$ cat src/common/regulator_cfg_defines.vh
`ifndef REGULATOR_CFG_DEFINES_VH
`define REGULATOR_CFG_DEFINES_VH

// ==========================================================
// register offsets
`define OFS_CH4_VOLTAGE_CODE   8'h04
`define OFS_VOLTAGE_SCALING    8'h05
`define OFS_MODE_DISCHARGE     8'h06

// ==========================================================
// field positions
`define CODE_MSB               4
`define CODE_LSB               0
`define CH4_SCALE_EN_BIT       6
`define CH4_INTERVAL_MSB       5
`define CH4_INTERVAL_LSB       4
`define CH1_SCALE_EN_BIT       2
`define CH1_INTERVAL_MSB       1
`define CH1_INTERVAL_LSB       0
`define DISCHARGE_MSB          7
`define DISCHARGE_LSB          4
`define POWER_SAVE_MSB         3
`define POWER_SAVE_LSB         0

// ==========================================================
// reset values
`define SCALING_RESET          8'h00
`define POWER_SAVE_RESET       4'h0
`define ALL_AUTO_MODE          4'hf

// ==========================================================
// voltage decode in millivolts
`define CH4_ADJUST_CODE        5'h00
`define CH4_ADJUST_MV          13'h0320
`define CH4_BASE_MV            13'h0960
`define CH4_STEP_MV            13'h0064

// ==========================================================
// scaling step intervals
`define CLK_FREQ_KHZ           20000
`define STEP_T0_NS             62500
`define STEP_T1_NS             31200
`define STEP_T2_NS             15600
`define STEP_T3_NS             7800

// ==========================================================
// serial link
`define I2C_DEV_ADDR           7'h2a
`define BYTE_BITS              4'h8

`endif

$ cat src/design/regulator_config_regs_4_to_6.v
// Summary of operation
// - bits 4:0 of register 0x04 are channel 4 voltage code; 7:5 reserved
// - channel 4 voltage code resets to the fuse value, not a constant
// - code 0 is adjustable 0.8 V feedback; codes 1..31 run 2.5 V to 5.5 V
// - channel 4 scaling enabled only by bit 6 of 0x05; resets zero
// - channel 4 step interval bits 5:4: 62.5, 31.2, 15.6, 7.8 us
// - channel 1 scaling enabled only by bit 2 of 0x05; resets zero
// - channel 1 step interval bits 1:0, same encoding, resets to 62.5 us
// - discharge switch enables in 0x06 bits 7..4 for channels 4..1, one enables
// - all four discharge bits reset from one shared fuse choice
// - mode bits 3..0 for channels 4..1: zero forced PWM (reset), one auto
// - mode pin low, when not used as sync clock, forces every channel to auto mode, ignoring mode bits
// - mode bits honoured when mode pin high or pin used as sync clock
`timescale 1ns/1ps
`include "regulator_cfg_defines.vh"

module regulator_config_regs_4_to_6 #(
  parameter [6:0] DEV_ADDR = `I2C_DEV_ADDR  // arbitrary bus address
) (
  input  wire        clk_i,
  input  wire        sys_rst_i,
  input  wire        scl_i,
  input  wire        sda_i,
  output wire        sda_o,
  output wire        sda_oe_o,
  input  wire        mode_pin_i,
  input  wire        mode_pin_is_sync_i,
  input  wire [4:0]  fuse_ch4_code_i,
  input  wire        fuse_discharge_i,
  output reg  [4:0]  ch4_voltage_code_o,
  output reg         ch4_adjustable_o,
  output reg  [12:0] ch4_target_mv_o,
  output reg         ch4_scaling_enable_o,
  output reg  [1:0]  ch4_scaling_interval_o,
  output reg  [10:0] ch4_step_cycles_o,
  output reg         ch1_scaling_enable_o,
  output reg  [1:0]  ch1_scaling_interval_o,
  output reg  [10:0] ch1_step_cycles_o,
  output reg  [3:0]  discharge_enable_o,
  output reg  [3:0]  power_save_o
);

  // ==========================================================
  // step interval counts, rounded up to whole cycles
  localparam integer STEP_N0 = (`STEP_T0_NS * `CLK_FREQ_KHZ + 999999) / 1000000;
  localparam integer STEP_N1 = (`STEP_T1_NS * `CLK_FREQ_KHZ + 999999) / 1000000;
  localparam integer STEP_N2 = (`STEP_T2_NS * `CLK_FREQ_KHZ + 999999) / 1000000;
  localparam integer STEP_N3 = (`STEP_T3_NS * `CLK_FREQ_KHZ + 999999) / 1000000;
  // counts fit in 11 bits at 20 MHz; cut the integers on purpose
  localparam [10:0] STEP_C0 = STEP_N0[10:0];
  localparam [10:0] STEP_C1 = STEP_N1[10:0];
  localparam [10:0] STEP_C2 = STEP_N2[10:0];
  localparam [10:0] STEP_C3 = STEP_N3[10:0];

  localparam [2:0] S_IDLE  = 3'h0;
  localparam [2:0] S_RX    = 3'h1;
  localparam [2:0] S_ACK   = 3'h2;
  localparam [2:0] S_TX    = 3'h3;
  localparam [2:0] S_TXACK = 3'h4;

  localparam [1:0] PH_ADDR = 2'h0;
  localparam [1:0] PH_PTR  = 2'h1;
  localparam [1:0] PH_DATA = 2'h2;

  // ==========================================================
  // pin synchronisers
  wire [2:0] pins_s;
  wire       scl_s;
  wire       sda_s;
  wire       mode_s;

  two_flop_sync #(
    .WIDTH (3)
  ) u_sync (
    .clk_i     (clk_i),
    .sys_rst_i (sys_rst_i),
    .async_i   ({mode_pin_i, sda_i, scl_i}),
    .sync_o    (pins_s)
  );

  assign scl_s  = pins_s[0];
  assign sda_s  = pins_s[1];
  assign mode_s = pins_s[2];

  reg       scl_d_r;
  reg       sda_d_r;
  wire      scl_rise;
  wire      scl_fall;
  wire      start_cond;
  wire      stop_cond;

  assign scl_rise   = scl_s & ~scl_d_r;
  assign scl_fall   = ~scl_s & scl_d_r;
  assign start_cond = scl_s & scl_d_r & sda_d_r & ~sda_s;
  assign stop_cond  = scl_s & scl_d_r & ~sda_d_r & sda_s;

  // ==========================================================
  // registers
  reg  [7:0] voltage_r;
  reg  [7:0] scaling_r;
  reg  [7:0] mode_r;
  reg  [7:0] rdata;
  reg        wr_en;
  reg  [7:0] wr_ptr;
  reg  [7:0] wr_data;

  // full byte is readable, reserved bits included
  always @* begin
    case (wr_ptr)
      `OFS_CH4_VOLTAGE_CODE: rdata = voltage_r;
      `OFS_VOLTAGE_SCALING:  rdata = scaling_r;
      `OFS_MODE_DISCHARGE:   rdata = mode_r;
      default:               rdata = 8'h00;
    endcase
  end

  always @(posedge clk_i) begin
    if (sys_rst_i) begin
      voltage_r <= {3'h0, fuse_ch4_code_i};
      scaling_r <= `SCALING_RESET;
      mode_r    <= {{4{fuse_discharge_i}}, `POWER_SAVE_RESET};
    end else if (wr_en) begin
      case (wr_ptr)
        `OFS_CH4_VOLTAGE_CODE: voltage_r <= wr_data;
        `OFS_VOLTAGE_SCALING:  scaling_r <= wr_data;
        `OFS_MODE_DISCHARGE:   mode_r    <= wr_data;
        default:               voltage_r <= voltage_r;
      endcase
    end
  end

  // ==========================================================
  // serial slave
  reg  [2:0] state_r;
  reg  [1:0] phase_r;
  reg  [3:0] bit_cnt_r;
  reg  [7:0] shift_r;
  reg  [7:0] ptr_r;
  reg        rw_r;
  reg        oe_r;
  reg        sda_out_r;

  // write strobe fires on the falling scl after a data byte
  always @* begin
    wr_en   = 1'b0;
    wr_ptr  = ptr_r;
    wr_data = shift_r;
    if (state_r == S_RX && scl_fall && bit_cnt_r == `BYTE_BITS && phase_r == PH_DATA) begin
      wr_en = 1'b1;
    end
  end

  always @(posedge clk_i) begin
    if (sys_rst_i) begin
      scl_d_r   <= 1'b1;
      sda_d_r   <= 1'b1;
      state_r   <= S_IDLE;
      phase_r   <= PH_ADDR;
      bit_cnt_r <= 4'h0;
      shift_r   <= 8'h00;
      ptr_r     <= 8'h00;
      rw_r      <= 1'b0;
      oe_r      <= 1'b0;
      sda_out_r <= 1'b0;
    end else begin
      scl_d_r <= scl_s;
      sda_d_r <= sda_s;
      if (start_cond) begin
        state_r   <= S_RX;
        phase_r   <= PH_ADDR;
        bit_cnt_r <= 4'h0;
        oe_r      <= 1'b0;
      end else if (stop_cond) begin
        state_r <= S_IDLE;
        oe_r    <= 1'b0;
      end else begin
        case (state_r)
          S_RX: begin
            if (scl_rise) begin
              shift_r   <= {shift_r[6:0], sda_s};
              bit_cnt_r <= bit_cnt_r + 4'h1;
            end else if (scl_fall && bit_cnt_r == `BYTE_BITS) begin
              bit_cnt_r <= 4'h0;
              if (phase_r == PH_ADDR) begin
                if (shift_r[7:1] == DEV_ADDR) begin
                  rw_r    <= shift_r[0];
                  phase_r <= PH_PTR;
                  oe_r    <= 1'b1;
                  state_r <= S_ACK;
                end else begin
                  state_r <= S_IDLE;
                end
              end else if (phase_r == PH_PTR) begin
                ptr_r   <= shift_r;
                phase_r <= PH_DATA;
                oe_r    <= 1'b1;
                state_r <= S_ACK;
              end else begin
                ptr_r   <= ptr_r + 8'h01;
                oe_r    <= 1'b1;
                state_r <= S_ACK;
              end
            end
          end
          S_ACK: begin
            if (scl_fall) begin
              bit_cnt_r <= 4'h0;
              if (rw_r) begin
                shift_r <= rdata;
                ptr_r   <= ptr_r + 8'h01;
                oe_r    <= ~rdata[7];
                state_r <= S_TX;
              end else begin
                oe_r    <= 1'b0;
                state_r <= S_RX;
              end
            end
          end
          S_TX: begin
            if (scl_rise) begin
              bit_cnt_r <= bit_cnt_r + 4'h1;
            end else if (scl_fall) begin
              if (bit_cnt_r == `BYTE_BITS) begin
                oe_r    <= 1'b0;
                state_r <= S_TXACK;
              end else begin
                shift_r <= {shift_r[6:0], 1'b0};
                oe_r    <= ~shift_r[6];
              end
            end
          end
          S_TXACK: begin
            // a nack ends the read; master then sends stop
            if (scl_rise && sda_s) begin
              state_r <= S_IDLE;
            end else if (scl_fall) begin
              bit_cnt_r <= 4'h0;
              shift_r   <= rdata;
              ptr_r     <= ptr_r + 8'h01;
              oe_r      <= ~rdata[7];
              state_r   <= S_TX;
            end
          end
          S_IDLE: begin
            oe_r <= 1'b0;
          end
          default: begin
            state_r <= S_IDLE;
            oe_r    <= 1'b0;
          end
        endcase
      end
    end
  end

  assign sda_o    = sda_out_r;
  assign sda_oe_o = oe_r;

  // ==========================================================
  // decoded outputs, registered
  function [10:0] step_cycles;
    input [1:0] sel;
    begin
      case (sel)
        2'h0:    step_cycles = STEP_C0;
        2'h1:    step_cycles = STEP_C1;
        2'h2:    step_cycles = STEP_C2;
        default: step_cycles = STEP_C3;
      endcase
    end
  endfunction

  wire [4:0]  code4;
  wire [12:0] fixed_mv;
  assign code4    = voltage_r[`CODE_MSB:`CODE_LSB];
  assign fixed_mv = `CH4_BASE_MV + `CH4_STEP_MV * {8'h00, code4};

  always @(posedge clk_i) begin
    if (sys_rst_i) begin
      ch4_voltage_code_o     <= 5'h00;
      ch4_adjustable_o       <= 1'b0;
      ch4_target_mv_o        <= 13'h0000;
      ch4_scaling_enable_o   <= 1'b0;
      ch4_scaling_interval_o <= 2'h0;
      ch4_step_cycles_o      <= STEP_C0;
      ch1_scaling_enable_o   <= 1'b0;
      ch1_scaling_interval_o <= 2'h0;
      ch1_step_cycles_o      <= STEP_C0;
      discharge_enable_o     <= 4'h0;
      power_save_o           <= `ALL_AUTO_MODE;
    end else begin
      ch4_voltage_code_o <= code4;
      ch4_adjustable_o   <= (code4 == `CH4_ADJUST_CODE);
      ch4_target_mv_o    <= (code4 == `CH4_ADJUST_CODE) ? `CH4_ADJUST_MV : fixed_mv;
      ch4_scaling_enable_o   <= scaling_r[`CH4_SCALE_EN_BIT];
      ch4_scaling_interval_o <= scaling_r[`CH4_INTERVAL_MSB:`CH4_INTERVAL_LSB];
      ch4_step_cycles_o      <= step_cycles(scaling_r[`CH4_INTERVAL_MSB:`CH4_INTERVAL_LSB]);
      ch1_scaling_enable_o   <= scaling_r[`CH1_SCALE_EN_BIT];
      ch1_scaling_interval_o <= scaling_r[`CH1_INTERVAL_MSB:`CH1_INTERVAL_LSB];
      ch1_step_cycles_o      <= step_cycles(scaling_r[`CH1_INTERVAL_MSB:`CH1_INTERVAL_LSB]);
      discharge_enable_o     <= mode_r[`DISCHARGE_MSB:`DISCHARGE_LSB];
      // sync use overrides the level, since the pin toggles then
      if (mode_s || mode_pin_is_sync_i) begin
        power_save_o <= mode_r[`POWER_SAVE_MSB:`POWER_SAVE_LSB];
      end else begin
        power_save_o <= `ALL_AUTO_MODE;
      end
    end
  end

endmodule // regulator_config_regs_4_to_6

$ cat src/design/two_flop_sync.v
`timescale 1ns/1ps

module two_flop_sync #(
  parameter WIDTH = 3
) (
  input  wire             clk_i,
  input  wire             sys_rst_i,
  input  wire [WIDTH-1:0] async_i,
  output wire [WIDTH-1:0] sync_o
);

  reg [WIDTH-1:0] meta_r;
  reg [WIDTH-1:0] sync_r;

  // ==========================================================
  // per-bit synchroniser; meta_r feeds sync_r only
  genvar g;
  generate
    for (g = 0; g < WIDTH; g = g + 1) begin : g_bit
      always @(posedge clk_i) begin
        if (sys_rst_i) begin
          meta_r[g] <= 1'b1;
          sync_r[g] <= 1'b1;
        end else begin
          meta_r[g] <= async_i[g];
          sync_r[g] <= meta_r[g];
        end
      end
    end
  endgenerate

  assign sync_o = sync_r;

endmodule // two_flop_sync

$ cat config.mk
export PLATFORM = sky130hd
export DESIGN_NAME = regulator_config_regs_4_to_6
export DESIGN_NICKNAME = d
export VERILOG_FILES = /design/src/design/regulator_config_regs_4_to_6.v /design/src/design/two_flop_sync.v
export VERILOG_INCLUDE_DIRS = /design/src /design/src/common
export SDC_FILE = /design/constraint.sdc
export NUM_CORES = 1
export LEC_CHECK = 0
export ABC_CLOCK_PERIOD_IN_PS = 3700
export BUFFER_PORTS_ARGS = -buffer_cell sky130_fd_sc_hd__buf_4
export CAP_MARGIN = 20
export CORE_ASPECT_RATIO = 2
export CORE_UTILIZATION = 55
export CTS_BUF_LIST = sky130_fd_sc_hd__clkbuf_4 sky130_fd_sc_hd__clkbuf_8 sky130_fd_sc_hd__clkbuf_16
export CTS_CLUSTER_DIAMETER = 50
export DETAILED_ROUTE_END_ITERATION = 10
export PLACE_DENSITY = 0.84
export SETUP_SLACK_MARGIN = 0.1
export SYNTH_ARGS = -nofsm -noshare
export SYNTH_HDL_FRONTEND = slang
export SYNTH_SLANG_ARGS = --single-unit
$ cat constraint.sdc
create_clock -name clk_i -period 3.7 [get_ports clk_i]
set_clock_uncertainty 0.2 [all_clocks]
set_input_delay 0.185 -clock clk_i [delete_from_list [all_inputs] [get_ports clk_i]]
set_output_delay 0.185 -clock clk_i [all_outputs]
set_load 0.01 [all_outputs]
Word level (Yosys, flattened, before mapping) --
Cells that the tools add are included.
Word-level totals: flip-flop bits (word level) 114, input bits 12, output and inout bits 57, word-level logic and storage cells 193
Operators by class: add/subtract/negate cells 3, multiply operators 1, eq/ne operators 40, multiplexer cells 64, bitwise operators 18, reduce and logical (&&, ||, !) cells 34
Operators with widths (number):
- 8-bit 2-to-1 mux | 19
- 11-bit case mux with 3 select lines | 2
- 8-bit case mux with 3 select lines | 2
- 8-bit case mux with 4 select lines | 1
- 3-bit 2-to-1 mux | 9
- 8-bit by 3-bit == test with 1-bit output, second input constant | 3
- 2-bit inequality test, second input constant | 12
- 8-bit AND reduction | 3
- 4-bit 2-to-1 mux | 5
- 4-bit inequality test, second input constant | 5
- 4-bit case mux with 4 select lines | 1
- 5-bit 2-to-1 mux | 3
- 3-bit case mux with 5 select lines | 1
- 1-bit 2-to-1 mux | 14
- 12-bit by 12-bit adder with 13-bit output, first input constant | 1
- 1-bit NOT | 11
- 11-bit AND reduction | 1
- 5-bit by 5-bit multiplier with 10-bit output, first input constant | 1
- 10-bit 2-to-1 mux | 1
- 2-bit 2-to-1 mux | 5
- 10-bit AND reduction | 1
- 2-bit AND reduction | 5
- 8-bit by 1-bit adder with 8-bit output, second input constant | 1
- 2-bit nonzero test | 4
- 27 further kinds | 49

Logic depth before layout (Yosys ltp) --
Gate-level depths: netlist of run 1.
depth after elaboration 8, gate-level depth with buffers 10

By module --
Synthesis of run 1 repeated with hierarchy kept, for this count alone.
Unflattened totals: cell total of the unflattened synthesis 525, area total of the unflattened synthesis 5131.2 um^2
By module, submodules not included:
- regulator_config_regs_4_to_6 | instances 1, cells each 513, area each 4973.5 um^2, sequential area each 2132.0 um^2
- two_flop_sync | instances 1, cells each 12, area each 157.7 um^2, sequential area each 120.1 um^2

Worst setup path after synthesis of run 1 --
OpenSTA, ideal clock, no wires.
path kind flip-flop to flip-flop, start point register voltage_r[4], end point register ch4_target_mv_o[10], library setup time 0.118 ns, arrival 2.415 ns, required time 3.382 ns, path slack 0.966 ns, cell stages (with the launch flop) 9, buffers on the path 0, period minus slack after synthesis 2.734 ns, cells stage by stage edfxtp_1 -> ha_1 -> ha_1 -> ha_1 -> fa_1 -> o21ai_0 -> a211oi_1 -> xnor2_1 -> nor2_1
Between the ends: longest elaborated chain between the ends 2, elaborated cells on any way between the ends 4, classes of those cells 1 x add/sub; 1 x mul; 2 x reduce/logical
RTL lines:
- start: declaration | line regulator_config_regs_4_to_6.v:99 | reg [7:0] voltage_r;
- start signal: assignment | line regulator_config_regs_4_to_6.v:119 | voltage_r <= {3'h0, fuse_ch4_code_i};
- start signal: assignment | line regulator_config_regs_4_to_6.v:124 | `OFS_CH4_VOLTAGE_CODE: voltage_r <= wr_data;
- start signal: assignment | line regulator_config_regs_4_to_6.v:127 | default: voltage_r <= voltage_r;
- 5-bit by 5-bit multiplier with 10-bit output (no source line) / 5-bit logical NOT (equally long branches)
- 12-bit by 12-bit adder with 13-bit output (no source line) / 2-bit OR reduction (equally long branches)
- end signal: assignment | line regulator_config_regs_4_to_6.v:294 | ch4_target_mv_o <= (code4 == `CH4_ADJUST_CODE) ? `CH4_ADJUST_MV : fixed_mv;
- end: declaration | line regulator_config_regs_4_to_6.v:32 | output reg [12:0] ch4_target_mv_o,
Several ways; a longest one is shown, not always the timed one. A chain may end at the register's enable or synchronous reset.

Worst setup path after layout of run 1 --
start point register voltage_r[4], end point register ch4_target_mv_o[9]
Between the ends: longest elaborated chain between the ends 3, elaborated cells on any way between the ends 4, classes of those cells 1 x add/sub; 1 x mul; 1 x mux; 1 x reduce/logical
RTL lines (line):
- 5-bit by 5-bit multiplier with 10-bit output (no source line)
- 12-bit by 12-bit adder with 13-bit output (no source line)
- 10-bit 2-to-1 mux * | regulator_config_regs_4_to_6.v:294
Mark *: on every way between the ends. The rest lies on a longest branch, timed or not.

==> impl_metrics.toml, run 1 <==
[global_routing]
grt_max_degree = 95
grt_pass1_wl_um = 18400
antenna_found_initial = 0
track_usage_pct = 23.7
grt_pass1_vias = 4060
overflow = 0

[min_path]
worst_hold_path_type = "in -> reg"
holdPathEnd = "power_save_o[2]"
min_delay_path_depth = 3
min_from = "mode_pin_is_sync_i"

[clock_tree]
clock_latency_ps = 350
cts_buffer_depth = 2
cts_post_setup_buffers_inserted = 0
htree_levels = 3
cts_hold_buffers = 9
root_buffer = "clkbuf_16"
cts_num_sinks = 108
tritoncts = "built"
ctsResizeCount = 0
cts.clk_slew.worst_paths_ps = 70
numCtsBuffers = 9

[placed_design]
dp_hpwl_um = 8120
dp_cells = 667
port_buffers = 63
dp_slack_ps = 752
gp_congestion = 0.902

[worst_setup_path]
reg2regPathDepth = 8
cp_slowest_cell = "edfxtp_1"
cp.arrival_ps = 2980
r2r-start = "voltage_r[4]"
path_max_fanout = 6
r2r_end = "ch4_target_mv_o[9]"
max_stage_delay_ps = 470
r2r_setup_slack_ps = 710
crit_cells = 8
worstSetupPathType = "reg -> reg"
worstSetupEndpointType = "register"
critPathTopFamily = "adder cells"
worstPathRequired_ps = 3680
cp-start-kind = "register"
cp_cell_sequence = "ha_1 > ha_1 > ha_1 > fa_1 > xnor2_1 > o21ai_0 > xnor2_1 > a21oi_1"
crit_top_cell = "ha_1"
crit_buf_inv = 0

[final_layout]
nFillCells = 697
layout.nets = 633
final_layout_size_suffix_gt1_share_pct = 19.2
fin_cells = 692
antenna_cells = 0
register_area_um2 = 2250
syn_to_final_growth_pct = 15.8
final_core_utilization_pct = 65.9
multi_input_area_um2 = 2620

[drt]
drtAntennaViolNets = 0
routed_wl_um = 11100
routed_via_density = 5.83
drt-pass1-iter-count = 5
vias = 4036
wl_per_cell_um = 16.0
drc = 0
drt_iter0_drc = 239

[power]
p_leak_nw = 2.50
p_per_area_nw_per_um2 = 580
ir_drop_mv = 0.321

[timing]
slew_headroom_pct = 35.0
drv_slew = 0
period_share_pct = 80.9
hold_violations = 0
grt_setup_unrepaired = "false"
fin_crit_ps = 2990
fmax_mhz = 334
setup_violations = 0
setup_slack_ps = 708
fin_hold_ws_ps = 123
worstMarginPinSlew_ps = 960
tns_ps = 0

[floorplanning]
initial_core_util_pct = 56.9
num_rows = 49
die_area_um2 = 9730
coreArea_um2 = 9010
die_h_um = 139
die_w_um = 70.3
io_pins = 69

[yosys]
ys_async_sr_fraction_pct = 0
ys_types = 64
seq_area_frac_synth_pct = 43.9
yosys_register_bits = 108
synthesis.area_um2 = 5120
yosys_warnings = 0
syn_inst = 532
synth_edf_count = 9
avgSynthCellArea_um2 = 9.63
synth_ff_type = "dfxtp_1"

[outcome]
status = "completed"

[flow_run]
max-cap-violations = 0
## worst max-delay path by stage
stage / start / end / slack (ps)
global route: voltage_r[4] / ch4_target_mv_o[9] / 560
global placement: voltage_r[4] / ch4_target_mv_o[10] / 870
floorplan: voltage_r[4] / ch4_target_mv_o[10] / 970
finish: voltage_r[4] / ch4_target_mv_o[9] / 710
detailed placement: voltage_r[4] / ch4_target_mv_o[9] / 750
CTS: voltage_r[4] / ch4_target_mv_o[9] / 720
## cells by family after synthesis
logic type                 count (synthesis)  synth area share [%]
and+or+nand+nor                          181                  19.4
AOI/OAI and AO/OA                        110                  15.2
other                                      1                0.0732
muxes                                     25                  4.98
adders and majority gates                 36                  8.94
DFF                                      108                  43.9
xor gates and xnor gates                  12                  2.20
buffers and inverters                     59                  5.30
## cells in the final DEF, fill, tap and decap left out, types with 5 or more instances in the layout
cell           instances
nor3b_1                5
or2_2                 16
a222oi_1               8
nand2b_1              12
edfxtp_1               9
ha_1                  35
clkbuf_16              9
mux2i_1               21
xnor2_1                7
a21oi_1               27
dfxtp_1               99
inv_1                 24
o31ai_1                7
a211oi_1              17
conb_1                 5
nor3_1                12
dlygate4sd3_1          9
buf_4                 64
o21ai_0               13
a22o_1                 6
nand2_1               17
nor2b_1               22
nor2_1                57
a21o_1                 5
nand3_1               13
## where the power goes
group          internal [W]  switching, W
registers           0.00131      0.000193
logic              0.000473      0.000583
clock network      0.000470      0.000417
## per-layer routing
layer	GRT usage, %	vias up	share of wire [%]
met5	0	-	0
met4	17.2	0	4.9
met3	3.35	36	3.4
met2	45.6	130	57
met1	21.4	1905	35
li1	-	1965	-
## registers in the layout, indices dropped and copies added, names as in the netlist, 4 cells and up
signal / flops
ch4_step_cycles_o: 9
ptr_r: 8
mode_r: 8
scaling_r: 8
voltage_r: 8
bit_cnt_r: 4
ch4_target_mv_o: 11
power_save_o: 4
ch1_step_cycles_o: 9
ch4_voltage_code_o: 5
discharge_enable_o: 4
shift_r: 8
## Yosys cell counts, types with 5 or more instances
| cell | number | area share [%] |
|---|---|---|
| dfxtp_1 | 99 | 39 |
| nor2_1 | 57 | 4.2 |
| ha_1 | 35 | 8.5 |
| a21oi_1 | 27 | 2.6 |
| inv_1 | 24 | 1.8 |
| nor2b_1 | 22 | 2.7 |
| mux2i_1 | 21 | 4.1 |
| a211oi_1 | 17 | 2.5 |
| clkbuf_1 | 17 | 1.2 |
| nand2_1 | 17 | 1.2 |
| or2_2 | 16 | 2.0 |
| nand3_1 | 13 | 1.3 |
| o21ai_0 | 13 | 1.3 |
| nand2b_1 | 12 | 1.5 |
| nor3_1 | 12 | 1.2 |
| buf_4 | 10 | 1.5 |
| edfxtp_1 | 9 | 5.3 |
| a222oi_1 | 8 | 1.6 |
| o31ai_1 | 7 | 1.0 |
| xnor2_1 | 7 | 1.2 |
| a22o_1 | 6 | 1.0 |
| a21o_1 | 5 | 0.73 |
| nor3b_1 | 5 | 0.73 |
## worst min-delay path, cell delays in order
cell and delay, ps:
buf_4 110, o21bai_1 220, or2_2 120
## final cells by class
class	instances	area share, %
timing repair buffer	73	9.61
clock buffer	10	3.92
clock inverter	6	0.801
multi-input combinational	369	44.1
inverter	24	1.52
tap	102	2.15
sequential	108	37.9
## stage by stage
step           total power, W  instance area, um^2
2_1_floorplan         0.00226                 5140
3_3_place_gp          0.00251                 5570
3_5_place_dp          0.00256                 5570
4_1_cts               0.00345                 5940
5_1_grt               0.00363                 5940
6_report              0.00344                 5940
No activity file was read; power rests on OpenSTA's default activity.
==> inputs of run 2 (changes only) <==
--- a/config.mk
+++ b/config.mk
@@ -6,7 +6,7 @@
 export SDC_FILE = /design/constraint.sdc
 export NUM_CORES = 1
 export LEC_CHECK = 0
-export ABC_CLOCK_PERIOD_IN_PS = 3700
+export ABC_CLOCK_PERIOD_IN_PS = 2900
 export BUFFER_PORTS_ARGS = -buffer_cell sky130_fd_sc_hd__buf_4
 export CAP_MARGIN = 20
 export CORE_ASPECT_RATIO = 2
==> constraint.sdc (replaced) <==
create_clock -name clk_i -period 2.9 [get_ports clk_i]
set_clock_uncertainty 0.2 [all_clocks]
set_input_delay 0.145 -clock clk_i [delete_from_list [all_inputs] [get_ports clk_i]]
set_output_delay 0.145 -clock clk_i [all_outputs]
set_load 0.01 [all_outputs]
==> run 2 against run 1 <==
Effect of this change:
- count of clock-buffer cells in the layout is 1 lower
- combinational power is 51% higher
- setup slack worse by 510 ps
- non-clock buffer count is 16 higher
- sequential cell count stayed put
- highest routed layer unchanged
- critical path depth stayed put
- sequential share of layout area is 1.4 points lower
==> impl_metrics.toml, run 2 (same netlist as run 1, synthesis figures left out) <==
[clock_tree]
cts.clk_slew.worst_paths_ps = 70
root_buffer = "clkbuf_16"
htree_levels = 3
cts_num_sinks = 108
cts_buffer_depth = 2
tritoncts = "built"
clock_latency_ps = 350
numCtsBuffers = 9

[global_routing]
met1_usage_pct = 23.2
met2_usage_pct = 50.2
use_met3_pct = 4.30
grt_max_degree = 74
antenna_found_initial = 0
busiest_layer = "met2"
grt_pass1_vias = 4137
overflow = 0
track_usage_pct = 25.6
grt_pass1_wl_um = 19700

[floorplanning]
die_area_um2 = 9730
num_rows = 49
io_pins = 69
coreArea_um2 = 9010
initial_core_util_pct = 56.9
die_h_um = 139
die_w_um = 70.3

[timing]
hold_violations = 0
fmax_mhz = 371
grt_setup_unrepaired = "false"
period_share_pct = 93.0
slew_headroom_pct = 47.4
worstMarginPinSlew_ps = 787
drv_slew = 0
setup_violations = 0
tns_ps = 0
fin_crit_ps = 2700

[power]
p_leak_nw = 2.60
p_per_area_nw_per_um2 = 756
ir_drop_mv = 0.403

[drt]
drt-pass1-iter-count = 6
wl_per_cell_um = 17.6
routed_via_density = 6.00
drt_iter0_drc = 258
routed_wl_um = 12500
drc = 0
vias = 4251
drtAntennaViolNets = 0

[worst_setup_path]
cp-start-kind = "register"
critPathTopFamily = "adder cells"
cp_slowest_cell = "fa_2"
path_max_fanout = 3
cp.arrival_ps = 2730
crit_buf_inv = 1
worstSetupPathType = "reg -> reg"
cp_cell_sequence = "ha_1 > ha_4 > ha_4 > fa_2 > inv_1 > o21ai_2 > nand4_1 > nor3b_2"
crit_top_cell = "ha_4"
worstPathRequired_ps = 2930
worstSetupEndpointType = "register"
max_stage_delay_ps = 610

[final_layout]
layout.nets = 649
syn_to_final_growth_pct = 20.4
final_common_cell = "dfxtp_1"
final_core_utilization_pct = 68.5
largest-register = "ch4_target_mv_o"
fin_cells = 708
largest_register_ffs = 11
antenna_cells = 0
mostFrequentLayoutCells = "dfxtp_1 (99), buf_4 (80), nor2_1 (57)"
top_regs = "ch4_target_mv_o: 11 flops, ch1_step_cycles_o: 9 flops, ch4_step_cycles_o: 9 flops"
final_layout_size_suffix_gt1_share_pct = 23.8

[placed_design]
gp_congestion = 0.930
port_buffers = 63
dp_cells = 682
dp_hpwl_um = 8930

[min_path]
worst_hold_path_type = "in -> reg"

[flow_run]
max-cap-violations = 0

[outcome]
status = "completed"
run 2: cell types whose count changed in the layout (fill, tap and decap cells not counted), sizes merged:
cell | previous run | this run
clkbuf | 10 | 9
inv | 26 | 28
buf | 64 | 80
clkinvlp | 1 | 0
run 2: final cells by class:
type | count | area [um^2]
fill | 673 | 2840
multi-input combinational | 369 | 2730
sequential | 108 | 2250
timing repair buffer | 89 | 691
clock buffer | 9 | 225
tap | 102 | 128
inverter | 24 | 90.1
clock inverter | 7 | 58.8
run 2: report_power, final:
part           internal [W]  switching [W]
clock              0.000600       0.000572
sequential          0.00167       0.000225
combinational      0.000735       0.000870
run 2: per-stage QoR:
| stage | worst slack [ps] | hold slack, ps | instance area, um^2 | power [W] |
|---|---|---|---|---|
| after floorplan | 166 | 28.1 | 5140 | 0.00289 |
| after global placement | 158 | 130 | 5680 | 0.00325 |
| after detailed placement | 17.8 | 133 | 5680 | 0.00332 |
| after CTS | 78.5 | 85.5 | 6070 | 0.00452 |
| after global routing | 86.7 | 121 | 6170 | 0.00487 |
| final | 202 | 92.4 | 6170 | 0.00467 |
run 2: what timing repair did:
action                                  in CTS  in global routing
hold buffers                                 9                  0
endpoints found under the setup margin       4                  5
gates resized for setup                      4                 14
buffers inserted                             0                  1
hold endpoints to repair                    12                  0
pin swaps                                    0                  4
run 2: worst reg2reg max path, cell delays in order, from the launching register on:
cell and delay [ps]:
edfxtp_1 420, ha_1 350, ha_4 230, ha_4 170, fa_2 610, inv_1 80, o21ai_2 200, nand4_1 130
nor3b_2 190
run 2: routing by layer:
layer | routed length [um] | share of wire (%)
met3 | 459 | 3.7
met2 | 7040 | 57
met4 | 622 | 5.0
met5 | 0 | 0
met1 | 4340 | 35
run 2: final timing paths:
| check | slack [ps] | startpoint | endpoint | depth (start not counted) |
|---|---|---|---|---|
| setup / recovery | 200 | voltage_r[4] | ch4_target_mv_o[11] | 8 |
| hold / removal | 90 | mode_pin_is_sync_i | power_save_o[0] | 3 |
| setup reg to reg | 200 | voltage_r[4] | ch4_target_mv_o[11] | 8 |
| hold reg to reg | 220 | u_sync.meta_r[2] | u_sync.sync_o[2] | 1 |
